### config.mk
export PLATFORM = sky130hd
export DESIGN_NAME = sync_serial_line_assist
export DESIGN_NICKNAME = d
export VERILOG_FILES = /design/src/inc/line_assist_pkg.sv /design/src/design/line_sync.sv /design/src/design/sync_serial_line_assist.sv
export SDC_FILE = /design/constraint.sdc
export NUM_CORES = 1
export LEC_CHECK = 0
export BUFFER_PORTS_ARGS = -buffer_cell sky130_fd_sc_hd__buf_2
export CORE_MARGIN = 2
export CORE_UTILIZATION = 29
export DETAILED_ROUTE_END_ITERATION = 10
export SLEW_MARGIN = 0
export SYNTH_ARGS = -nofsm -noshare
export SYNTH_HDL_FRONTEND = slang
export SYNTH_SLANG_ARGS = --single-unit
### constraint.sdc
create_clock -name ref_clk -period 4.3 [get_ports ref_clk]
set_clock_uncertainty 0.2 [all_clocks]
set_input_delay 0.86 -clock ref_clk [delete_from_list [all_inputs] [get_ports ref_clk]]
set_output_delay 0.86 -clock ref_clk [all_outputs]
set_load 0.1 [all_outputs]
### src/inc/line_assist_pkg.sv
// Package: register map, field positions and carrier types for the line assist
package line_assist_pkg;
   // Register byte offsets (one aligned word each)
   localparam logic [7:0] OFS_DATA_LINE   = 8'h00;
   localparam logic [7:0] OFS_CLOCK_LINE  = 8'h04;
   localparam logic [7:0] OFS_CONTROL     = 8'h08;
   localparam logic [7:0] OFS_FALL_STAT   = 8'h0c;
   localparam logic [7:0] OFS_RISE_STAT   = 8'h10;
   localparam logic [7:0] OFS_SAMPLED     = 8'h14;
   localparam logic [7:0] OFS_EDGE_STAT   = 8'h18;
   // Control field positions
   localparam int CTL_ON_BIT   = 0;
   localparam int CTL_HOLD_BIT = 1;
   localparam int CTL_COND_BIT = 2;
   localparam int CTL_FLAG_BIT = 3;
   // Line reset value, bus encodings and address alignment
   localparam logic       LINE_RESET = 1'b1;
   localparam logic [1:0] HTRANS_NONSEQ = 2'h2;
   localparam logic [2:0] HSIZE_WORD    = 3'h2;
   localparam int         ADDR_LSB      = 2;

   // Registered AHB address phase
   typedef struct packed {
      logic       valid;
      logic       write;
      logic [7:0] addr;
   } ahb_phase_s;

   // Software visible and internal state
   typedef struct packed {
      logic data_level;     // Driven level on data pad
      logic clock_level;    // Driven level on clock pad
      logic assist_on;
      logic hold_enable;
      logic cond_hold_enable;
      logic hold_active_flag;
      logic fall_condition_flag;
      logic rise_condition_flag;
      logic sampled_data_bit;
      logic new_sample_flag;
   } regs_s;
endpackage

### src/design/line_sync.sv
// Two-flop synchroniser for the two pad inputs
`timescale 1ns/100ps
module line_sync
   import line_assist_pkg::*;
(
   input  wire logic       ref_clk,
   input  wire logic       rst,
   input  wire logic [1:0] async_in,
   output logic      [1:0] sync_out
);
   // First stage, read only by the second stage
   logic [1:0] meta;

   // Idle lines are high, so reset to high avoids false edges
   always_ff @(posedge ref_clk) begin
      if (rst) begin
         meta     <= {2{LINE_RESET}};
         sync_out <= {2{LINE_RESET}};
      end else begin
         meta     <= async_in;
         sync_out <= meta;
      end
   end
endmodule

### src/design/sync_serial_line_assist.sv
// Two-wire line assist: open-drain pad control, condition detect, stretching, sampling
//
// Design decisions made here: the address map and the AHB-Lite slave port.
`timescale 1ns/100ps
module sync_serial_line_assist
   import line_assist_pkg::*;
(
   input  wire logic        ref_clk,
   input  wire logic        rst,
   // AHB-Lite slave
   input  wire logic        hsel,
   input  wire logic [31:0] haddr,
   input  wire logic [1:0]  htrans,
   input  wire logic        hwrite,
   input  wire logic [2:0]  hsize,
   input  wire logic [31:0] hwdata,
   input  wire logic        hready,
   output logic             hreadyout,
   output logic             hresp,
   output logic [31:0]      hrdata,
   // Port B bit four (clock line)
   input  wire logic        port_b_bit_four_in,
   output logic             port_b_bit_four_out,
   output logic             port_b_bit_four_oe,
   // Port B bit five (data line)
   input  wire logic        port_b_bit_five_in,
   output logic             port_b_bit_five_out,
   output logic             port_b_bit_five_oe,
   // One-cycle pulse outputs toward the interrupt manager
   output logic             fall_condition_irq,
   output logic             rise_condition_irq,
   // Tells port B its pins are taken over
   output logic             port_b_override
);
   // Whole module state
   typedef struct packed {
      ahb_phase_s phase;     // Pending data phase
      regs_s      regs;      // Register contents
      logic       clk_prev;  // Last synchronised clock line
      logic       dat_prev;  // Last synchronised data line
      logic       fall_irq;
      logic       rise_irq;
      logic [31:0] rdata;
   } state_s;

   state_s st;
   state_s next_st;
   logic [1:0] pads_sync;    // {data, clock} after synchroniser
   logic       clock_line;   // Wired clock level
   logic       data_line;    // Wired data level
   logic       clk_rise;
   logic       clk_fall;
   logic       dat_rise;
   logic       dat_fall;
   logic       addr_take;
   logic       wr_fall;
   logic       wr_rise;
   logic       wr_sampled;
   logic       rd_sampled;
   logic       hold_start;
   logic       drive_clock_low;
   logic       drive_data_low;

   // Pads pass two flops before any logic looks at them
   line_sync u_sync (
      .ref_clk  (ref_clk),
      .rst      (rst),
      .async_in ({port_b_bit_five_in, port_b_bit_four_in}),
      .sync_out (pads_sync)
   );

   assign clock_line = pads_sync[0];
   assign data_line  = pads_sync[1];

   // Edge detect on synchronised lines
   assign clk_rise = clock_line & ~st.clk_prev;
   assign clk_fall = ~clock_line & st.clk_prev;
   assign dat_rise = data_line & ~st.dat_prev;
   assign dat_fall = ~data_line & st.dat_prev;

   // Zero-wait slave: address phase taken when selected and bus ready
   assign addr_take  = hsel & hready & (htrans == HTRANS_NONSEQ);
   assign wr_fall    = st.phase.valid & st.phase.write & (st.phase.addr == OFS_FALL_STAT);
   assign wr_rise    = st.phase.valid & st.phase.write & (st.phase.addr == OFS_RISE_STAT);
   assign wr_sampled = st.phase.valid & st.phase.write & (st.phase.addr == OFS_SAMPLED);
   assign rd_sampled = addr_take & ~hwrite & (haddr[7:0] == OFS_SAMPLED);

   // A hold begins on a clock fall, unconditional or after the fall condition
   assign hold_start = st.regs.assist_on & clk_fall &
                       (st.regs.hold_enable |
                        (st.regs.cond_hold_enable & st.regs.fall_condition_flag));

   // Open drain: only ever drive low, never high
   assign drive_clock_low = st.regs.assist_on &
                            (~st.regs.clock_level | st.regs.hold_active_flag);
   assign drive_data_low  = st.regs.assist_on & ~st.regs.data_level;

   assign port_b_bit_four_out = 1'b0;
   assign port_b_bit_four_oe  = drive_clock_low;
   assign port_b_bit_five_out = 1'b0;
   assign port_b_bit_five_oe  = drive_data_low;
   assign port_b_override     = st.regs.assist_on;

   assign hreadyout          = 1'b1;
   assign hresp              = 1'b0;
   assign hrdata             = st.rdata;
   assign fall_condition_irq = st.fall_irq;
   assign rise_condition_irq = st.rise_irq;

   // Next state: bus phase, register writes, detection and reads
   always_comb begin
      next_st = st;
      next_st.clk_prev = clock_line;
      next_st.dat_prev = data_line;
      next_st.fall_irq = 1'b0;
      next_st.rise_irq = 1'b0;

      // Capture address phase
      next_st.phase.valid = addr_take;
      next_st.phase.write = hwrite;
      next_st.phase.addr  = {haddr[7:ADDR_LSB], 2'h0};

      // Data-phase writes
      if (st.phase.valid && st.phase.write) begin
         case (st.phase.addr)
            OFS_DATA_LINE: begin
               next_st.regs.data_level = hwdata[0];
            end
            OFS_CLOCK_LINE: begin
               next_st.regs.clock_level = hwdata[0];
            end
            OFS_CONTROL: begin
               next_st.regs.assist_on        = hwdata[CTL_ON_BIT];
               next_st.regs.hold_enable      = hwdata[CTL_HOLD_BIT];
               next_st.regs.cond_hold_enable = hwdata[CTL_COND_BIT];
            end
            default: begin
               // Status clears handled below, others ignored
            end
         endcase
      end

      // Write clears come first so a same-cycle detection wins
      if (wr_fall) begin
         next_st.regs.fall_condition_flag = 1'b0;
      end
      if (wr_rise) begin
         next_st.regs.rise_condition_flag = 1'b0;
      end
      if (wr_sampled) begin
         next_st.regs.hold_active_flag = 1'b0;
      end

      // Conditions seen the same way in either direction
      if (st.regs.assist_on && clock_line && st.clk_prev) begin
         if (dat_fall) begin
            next_st.regs.fall_condition_flag = 1'b1;
            next_st.fall_irq = 1'b1;
         end
         if (dat_rise) begin
            next_st.regs.rise_condition_flag = 1'b1;
            next_st.rise_irq = 1'b1;
         end
      end

      // Stretch on falling clock; set beats release
      if (hold_start) begin
         next_st.regs.hold_active_flag = 1'b1;
      end

      // Sample data on clock rise; read clears, set wins
      if (rd_sampled) begin
         next_st.regs.new_sample_flag = 1'b0;
      end
      if (st.regs.assist_on && clk_rise) begin
         next_st.regs.sampled_data_bit = data_line;
         next_st.regs.new_sample_flag  = 1'b1;
      end

      // Disabling the block drops any hold so the clock is never left stuck
      if (!next_st.regs.assist_on) begin
         next_st.regs.hold_active_flag = 1'b0;
      end

      // Read data for the next data phase; unused bits zero
      next_st.rdata = 32'h0;
      if (addr_take && !hwrite) begin
         case ({haddr[7:ADDR_LSB], 2'h0})
            OFS_DATA_LINE:  next_st.rdata[0] = data_line;
            OFS_CLOCK_LINE: next_st.rdata[0] = clock_line;
            OFS_CONTROL: begin
               next_st.rdata[CTL_ON_BIT]   = st.regs.assist_on;
               next_st.rdata[CTL_HOLD_BIT] = st.regs.hold_enable;
               next_st.rdata[CTL_COND_BIT] = st.regs.cond_hold_enable;
               next_st.rdata[CTL_FLAG_BIT] = st.regs.hold_active_flag;
            end
            OFS_FALL_STAT:  next_st.rdata[0] = st.regs.fall_condition_flag;
            OFS_RISE_STAT:  next_st.rdata[0] = st.regs.rise_condition_flag;
            OFS_SAMPLED:    next_st.rdata[0] = st.regs.sampled_data_bit;
            OFS_EDGE_STAT:  next_st.rdata[0] = st.regs.new_sample_flag;
            default:        next_st.rdata = 32'h0;
         endcase
      end
   end

   // State register with synchronous reset
   always_ff @(posedge ref_clk) begin
      if (rst) begin
         st                  <= '0;
         st.regs.data_level  <= LINE_RESET;
         st.regs.clock_level <= LINE_RESET;
         st.clk_prev         <= LINE_RESET;
         st.dat_prev         <= LINE_RESET;
      end else begin
         st <= next_st;
      end
   end

   // Assertions
   property p_fall_flag;
      @(posedge ref_clk) disable iff (rst)
      (st.regs.assist_on && clock_line && st.clk_prev && dat_fall)
         |=> (st.regs.fall_condition_flag && fall_condition_irq);
   endproperty
   a_fall_flag: assert property (p_fall_flag) else $error("fall condition missed");

   property p_rise_flag;
      @(posedge ref_clk) disable iff (rst)
      (st.regs.assist_on && clock_line && st.clk_prev && dat_rise)
         |=> (st.regs.rise_condition_flag && rise_condition_irq);
   endproperty
   a_rise_flag: assert property (p_rise_flag) else $error("rise condition missed");

   property p_fall_clear;
      @(posedge ref_clk) disable iff (rst)
      (wr_fall && !(st.regs.assist_on && clock_line && st.clk_prev && dat_fall))
         |=> !st.regs.fall_condition_flag;
   endproperty
   a_fall_clear: assert property (p_fall_clear) else $error("fall flag not cleared");

   property p_rise_clear;
      @(posedge ref_clk) disable iff (rst)
      (wr_rise && !(st.regs.assist_on && clock_line && st.clk_prev && dat_rise))
         |=> !st.regs.rise_condition_flag;
   endproperty
   a_rise_clear: assert property (p_rise_clear) else $error("rise flag not cleared");

   property p_hold;
      @(posedge ref_clk) disable iff (rst)
      (st.regs.assist_on && st.regs.hold_enable && clk_fall)
         |=> (st.regs.hold_active_flag && port_b_bit_four_oe);
   endproperty
   a_hold: assert property (p_hold) else $error("clock not held");

   property p_cond_hold;
      @(posedge ref_clk) disable iff (rst)
      (st.regs.assist_on && !st.regs.hold_enable && clk_fall && !st.regs.hold_active_flag
       && st.regs.cond_hold_enable && !st.regs.fall_condition_flag) |=> !st.regs.hold_active_flag;
   endproperty
   a_cond_hold: assert property (p_cond_hold) else $error("hold without condition");

   property p_release;
      @(posedge ref_clk) disable iff (rst)
      (wr_sampled && !hold_start) |=> !st.regs.hold_active_flag;
   endproperty
   a_release: assert property (p_release) else $error("hold not released");

   property p_sample;
      @(posedge ref_clk) disable iff (rst)
      (st.regs.assist_on && clk_rise)
         |=> (st.regs.sampled_data_bit == $past(data_line)) && st.regs.new_sample_flag;
   endproperty
   a_sample: assert property (p_sample) else $error("sample wrong");

   property p_sample_read;
      @(posedge ref_clk) disable iff (rst)
      (rd_sampled && !(st.regs.assist_on && clk_rise)) |=> !st.regs.new_sample_flag;
   endproperty
   a_sample_read: assert property (p_sample_read) else $error("new flag not cleared");

   property p_open_drain;
      @(posedge ref_clk) disable iff (rst)
      !st.regs.assist_on |-> !(port_b_bit_four_oe || port_b_bit_five_oe);
   endproperty
   a_open_drain: assert property (p_open_drain) else $error("pad driven while off");

   c_fall: cover property (@(posedge ref_clk) disable iff (rst) fall_condition_irq);
   c_rise: cover property (@(posedge ref_clk) disable iff (rst) rise_condition_irq);
   c_hold: cover property (@(posedge ref_clk) disable iff (rst)
                           st.regs.hold_active_flag ##1 !st.regs.hold_active_flag);
   c_samp: cover property (@(posedge ref_clk) disable iff (rst) clk_rise && st.regs.assist_on);
endmodule

# Word-level counts from Yosys, hierarchy flattened

Index checks and enable logic that the tools add are counted.

Flip-flop bits (word level): 60

Bitwise gates (word level): 30
Reductions and logical operators: 17
Equality and inequality tests: 13
Muxes and demuxes: 14

Operators with widths:

| cell                                                | number |
|---|---|
| equality test 8 x 5 -> 1 bit, second input constant | 3 |
| equality test 6 x 3 -> 1 bit, second input constant | 3 |
| AND 1 bit                                           | 17 |
| equality test 8 x 4 -> 1 bit, second input constant | 2 |
| equality test 6 x 2 -> 1 bit, second input constant | 2 |
| inverter 1 bit                                      | 11 |
| two-way mux 1 bit                                   | 10 |
| equality test 8 x 3 -> 1 bit, second input constant | 1 |
| zero test 8 bit                                     | 1 |
| case mux 1 bit (7 select lines)                     | 1 |
| equality test 6 x 1 -> 1 bit, second input constant | 1 |
| zero test 6 bit                                     | 1 |
| two-way mux 3 bit                                   | 2 |
| AND reduction 2 bit                                 | 3 |
| OR reduction 2 bit                                  | 3 |
| logical AND 1 bit                                   | 5 |
| nonzero test 2 bit                                  | 2 |
| OR reduction 3 bit                                  | 1 |
| equality test 2 bit, second input constant          | 1 |
| two-way mux 2 bit                                   | 1 |
| OR 1 bit                                            | 2 |
| zero test 1 bit                                     | 1 |

# Logic depth before layout (Yosys ltp)

Depth after elaboration: 6
Mapped depth: 5

# By module

From an unflattened synthesis, not the netlist that was laid out.

Cells, all modules: 144
Area, all modules: 1420.1 sq um

Modules (own cells, without submodules):

| module                  | area an instance (sq um) | cells each | instances |
|---|---|---|---|
| sync_serial_line_assist | 1315.0                   | 136        | 1 |
| line_sync               | 105.1                    | 8          | 1 |

# Worst setup path before layout

No wires, ideal clock.

Path type: reg2out
Start point: register st, in the netlist port_b_override
End point: output port_b_bit_four_oe
Path buffers: 0
Arrival: 3.300 ns
Slack: -0.060 ns
Cell stages (with the launch flop): 2
Cells stage by stage: dfxtp_1 > a21boi_0

Longest elaborated chain between the ends: 1

Ends and longest elaborated chain:

| what                   | line                           | source |
|---|---|---|
| start, declared        | sync_serial_line_assist.sv:46  | `state_s st;` |
| start signal, assigned | sync_serial_line_assist.sv:215 | `st <= next_st;` |
| AND 1 bit              | sync_serial_line_assist.sv:94  | `assign drive_clock_low = st.regs.assist_on &` |
| end, declared          | sync_serial_line_assist.sv:24  | `output logic port_b_bit_four_oe,` |

Every way passes these cells.

# Worst setup path after layout

Ends and elaborated chain as after synthesis.

==> results.tsv <==
stage	metric	value	unit
final_layout	area grow syn2layout	8.09	%
clocking	cts bufs inserted	5	
place	PortBufs	28	
final_layout	FILL cells	531	
timing	final setup TNS	0	ns
floorplanning	core area	0.00469	mm²
synthesis	Synth cell types	32	
place	Setup WS pre-CTS	1.76	ns
grt	Global Route Usage Sum	9.77	%
final_layout	final non-filler cell total	228	
clocking	CTS root buffer	clkbuf_8	
clocking	Post-CTS Setup Inserts	0	
hold_path	Hold Path Class	register to register	
grt	largest net degree at the start of global routing	25	
timing	setup repair after global routing missed its margin	false	
grt	vias in the first global route	877	
grt	initial antenna violation count	0	
run_status	status	complete, no violations	
drt	DR WL/cell	10.2	µm
drt	via count	952	
timing	FMAX	410	MHz
final_layout	layout cell share with drive strength beyond 1	25.9	%
drt	Iter 0 DRT Violations	49	
clocking	CTS Hold Buffers Added	0	
clocking	H-tree depth	2	
synthesis	Post-Syn Instances	149	
floorplanning	Die Width	73.7	µm
flow_run	max_cap viols	0	
clocking	worst-skew pair later-pin latency	0.28	ns
floorplanning	Die Area	0.00543	mm²
floorplanning	die height	73.7	µm
drt	# DRC	0	
floorplanning	row count	25	
power_and_ir_drop	Leakage	0.000653	µW
clocking	post-CTS sizing	0	
floorplanning	I/O pin cnt	117	
worst_setup_path	CP cell instances	a21boi_1, buf_2	
synthesis	Yosys warning total	0	
worst_setup_path	Startpoint Class	register	
final_layout	# nets final	250	
worst_setup_path	CP bufs+invs	1	
timing	final hold violations	0	
worst_setup_path	Req. time, crit path	3.24	ns
floorplanning	Starting Density	30.0	%
place	post-detail-place hpwl	1.81	mm
drt	drt via density	4.18	
power_and_ir_drop	switching part of the total	36.3	%
synthesis	Avg Synthesized Cell Area	9.45	µm²
timing	Final WS setup	1.86	ns
grt	first-pass GRT wire length	3.87	mm
synthesis	Post-Syn Area	0.00141	mm²
drt	First-pass DRT Iterations	3	
clocking	CTS tree	done	
worst_setup_path	crit path DAT	1.38	ns
power_and_ir_drop	power density of the placed cells	418	mW/mm²
timing	relative slew slack	59.8	%
power_and_ir_drop	Clock power frac	31.7	%
power_and_ir_drop	peak supply drop	0.000127	V
final_layout	antenna cells	0	
power_and_ir_drop	Int Pwr	405	µW
timing	fin crit share	56.7	%
clocking	CTS clock-pin slew for the worst setup and hold paths	0.06	ns
worst_setup_path	Worst Setup End Kind	primary output	
timing	final setup vio count	0	
place	Placer Congestion	0.710	
timing	Slew Limit Fails	0	
worst_setup_path	Slowest-stage cell, CP	dfxtp_1	
grt	global route overflow	0	
power_and_ir_drop	Seq pwr share	45.3	%
worst_setup_path	Worst path max stage delay	0.48	ns
synthesis	register area share after synthesis	42.7	%
power_and_ir_drop	total power draw	636	µW
place	cell count after placement	221	
timing	worst slew pin tran	0.594	ns
drt	Routed Antenna Nets	0	
clocking	TritonCTS Sinks	30	
worst_setup_path	critical path class	register to primary output	
synthesis	#FFs+latches synth	30	
drt	WL final	2.33	mm
power_and_ir_drop	combinational fraction of design power	23.0	%
worst_setup_path	CP delay by family, top	flip-flops	
timing	hold_ws	0.206	ns
power_and_ir_drop	Net Sw Power	231	µW
worst_setup_path	critical-path maximum fanout	8	
timing	min cycle time layout	2.44	ns
clocking	CTS max path bufs	2	
[cell families (layout without fill, tap and decap cells)]
logic type | count (synthesis) | count (layout) | share of synthesized area, %
mux | 8 | 8 | 5.69
flops | 30 | 30 | 42.7
other cells | 2 | 32 | 0.534
simple gates | 56 | 56 | 25.3
buf+inv | 42 | 37 | 20.8
compound gates | 11 | 11 | 4.98
[synthesized netlist by cell type, drive strengths merged]
master  number  area, µm²
o21ai        3       15.0
nand4b       2       17.5
nand2b       1       6.26
nand4        1       6.26
nor3b        3       22.5
a21boi       1       7.51
nor3         2       10.0
and4bb       1       12.5
o211ai       1       7.51
or2          7       43.8
a211oi       1       7.51
or4          1       11.3
a21oi        3       15.0
nand2        4       15.0
mux2i        8       80.1
a31o         2       17.5
and2         4       25.0
or3          1       6.26
buf         36        270
conb         2       7.51
nor4         3       18.8
nand3b       5       37.5
nor2b        8       50.1
clkbuf       4       15.0
nand3        2       10.0
and4b        1       10.0
or4b         1       10.0
nor2         7       26.3
inv          2       7.51
dfxtp       30        601
nor4b        2       17.5
[flip-flops by register name (all words and copies together), names as in the netlist]
register	count
fall_condition_irq	1
hrdata	4
port_b_override	1
rise_condition_irq	1
st	19
u_sync.meta	2
u_sync.sync_out	2
[stage by stage]
step / instance area (µm²) / util [%]
3_5_place_dp: 1440 / 30.7
5_1_grt: 1520 / 32.4
3_3_place_gp: 1440 / 30.7
6_report: 1520 / 32.4
4_1_cts: 1520 / 32.4
2_1_floorplan: 1520 / -
[final timing paths]
kind                                                 start                            end  slack [ns]  cells after the start
worst min register to register   u_sync.meta[1]$_SDFF_PP1_  u_sync.sync_out[1]$_SDFF_PP1_        0.21                      1
worst min-delay path             u_sync.meta[1]$_SDFF_PP1_  u_sync.sync_out[1]$_SDFF_PP1_        0.21                      1
worst max-delay path            port_b_override$_SDFF_PP0_             port_b_bit_four_oe        1.86                      2
worst max register to register           st[51]$_SDFF_PP0_              st[38]$_SDFF_PP0_        2.38                      3
[cell usage in the layout, fill, tap and decap left out, types with 3 or more instances in the layout]
cell type,Yosys,routed
or2_2,7,7
and2_1,4,4
nand3b_1,5,5
nor2b_1,8,8
nand2_1,4,4
conb_1,2,32
buf_2,0,28
mux2i_1,8,8
nor2_1,7,7
dfxtp_1,30,30
clkbuf_8,0,5
a21oi_1,3,3
nor4_1,3,3
o21ai_0,3,3
nor3b_1,3,3
[worst register-to-register path, stage by stage, from the launching register on]
cell and delay [ns]:
dfxtp_1 0.31, or4_4 0.56, or4b_1 0.51, a31o_1 0.23
[power groups by stage]
stage          clock network (µW)  registers (µW)  logic (µW)
6_report                      201             288         146
5_1_grt                       228             289         152
2_1_floorplan                   0             293         157
3_5_place_dp                    0             294         146
4_1_cts                       210             288         146
3_3_place_gp                    0             294         146
[area by class of cell]
| class | count | area [µm²] | share of cell area (%) |
|---|---|---|---|
| inverter | 2 | 7.51 | 0.493 |
| tap | 54 | 67.6 | 4.44 |
| sequential | 30 | 601 | 39.5 |
| clock buffer | 5 | 68.8 | 4.52 |
| multi-input combinational | 107 | 627 | 41.2 |
| timing repair buffer | 28 | 140 | 9.21 |
| clock inverter | 2 | 10.0 | 0.658 |
[layer usage]
| layer | GRT usage [%] | vias up | routed length [µm] |
|---|---|---|---|
| met3 | 5.08 | 5 | 172 |
| met5 | 0 | - | 0 |
| li1 | - | 486 | - |
| met2 | 16.0 | 28 | 1180 |
| met4 | 4.24 | 0 | 31 |
| met1 | 10.5 | 433 | 937 |
Power figures use the tool's default switching activity.
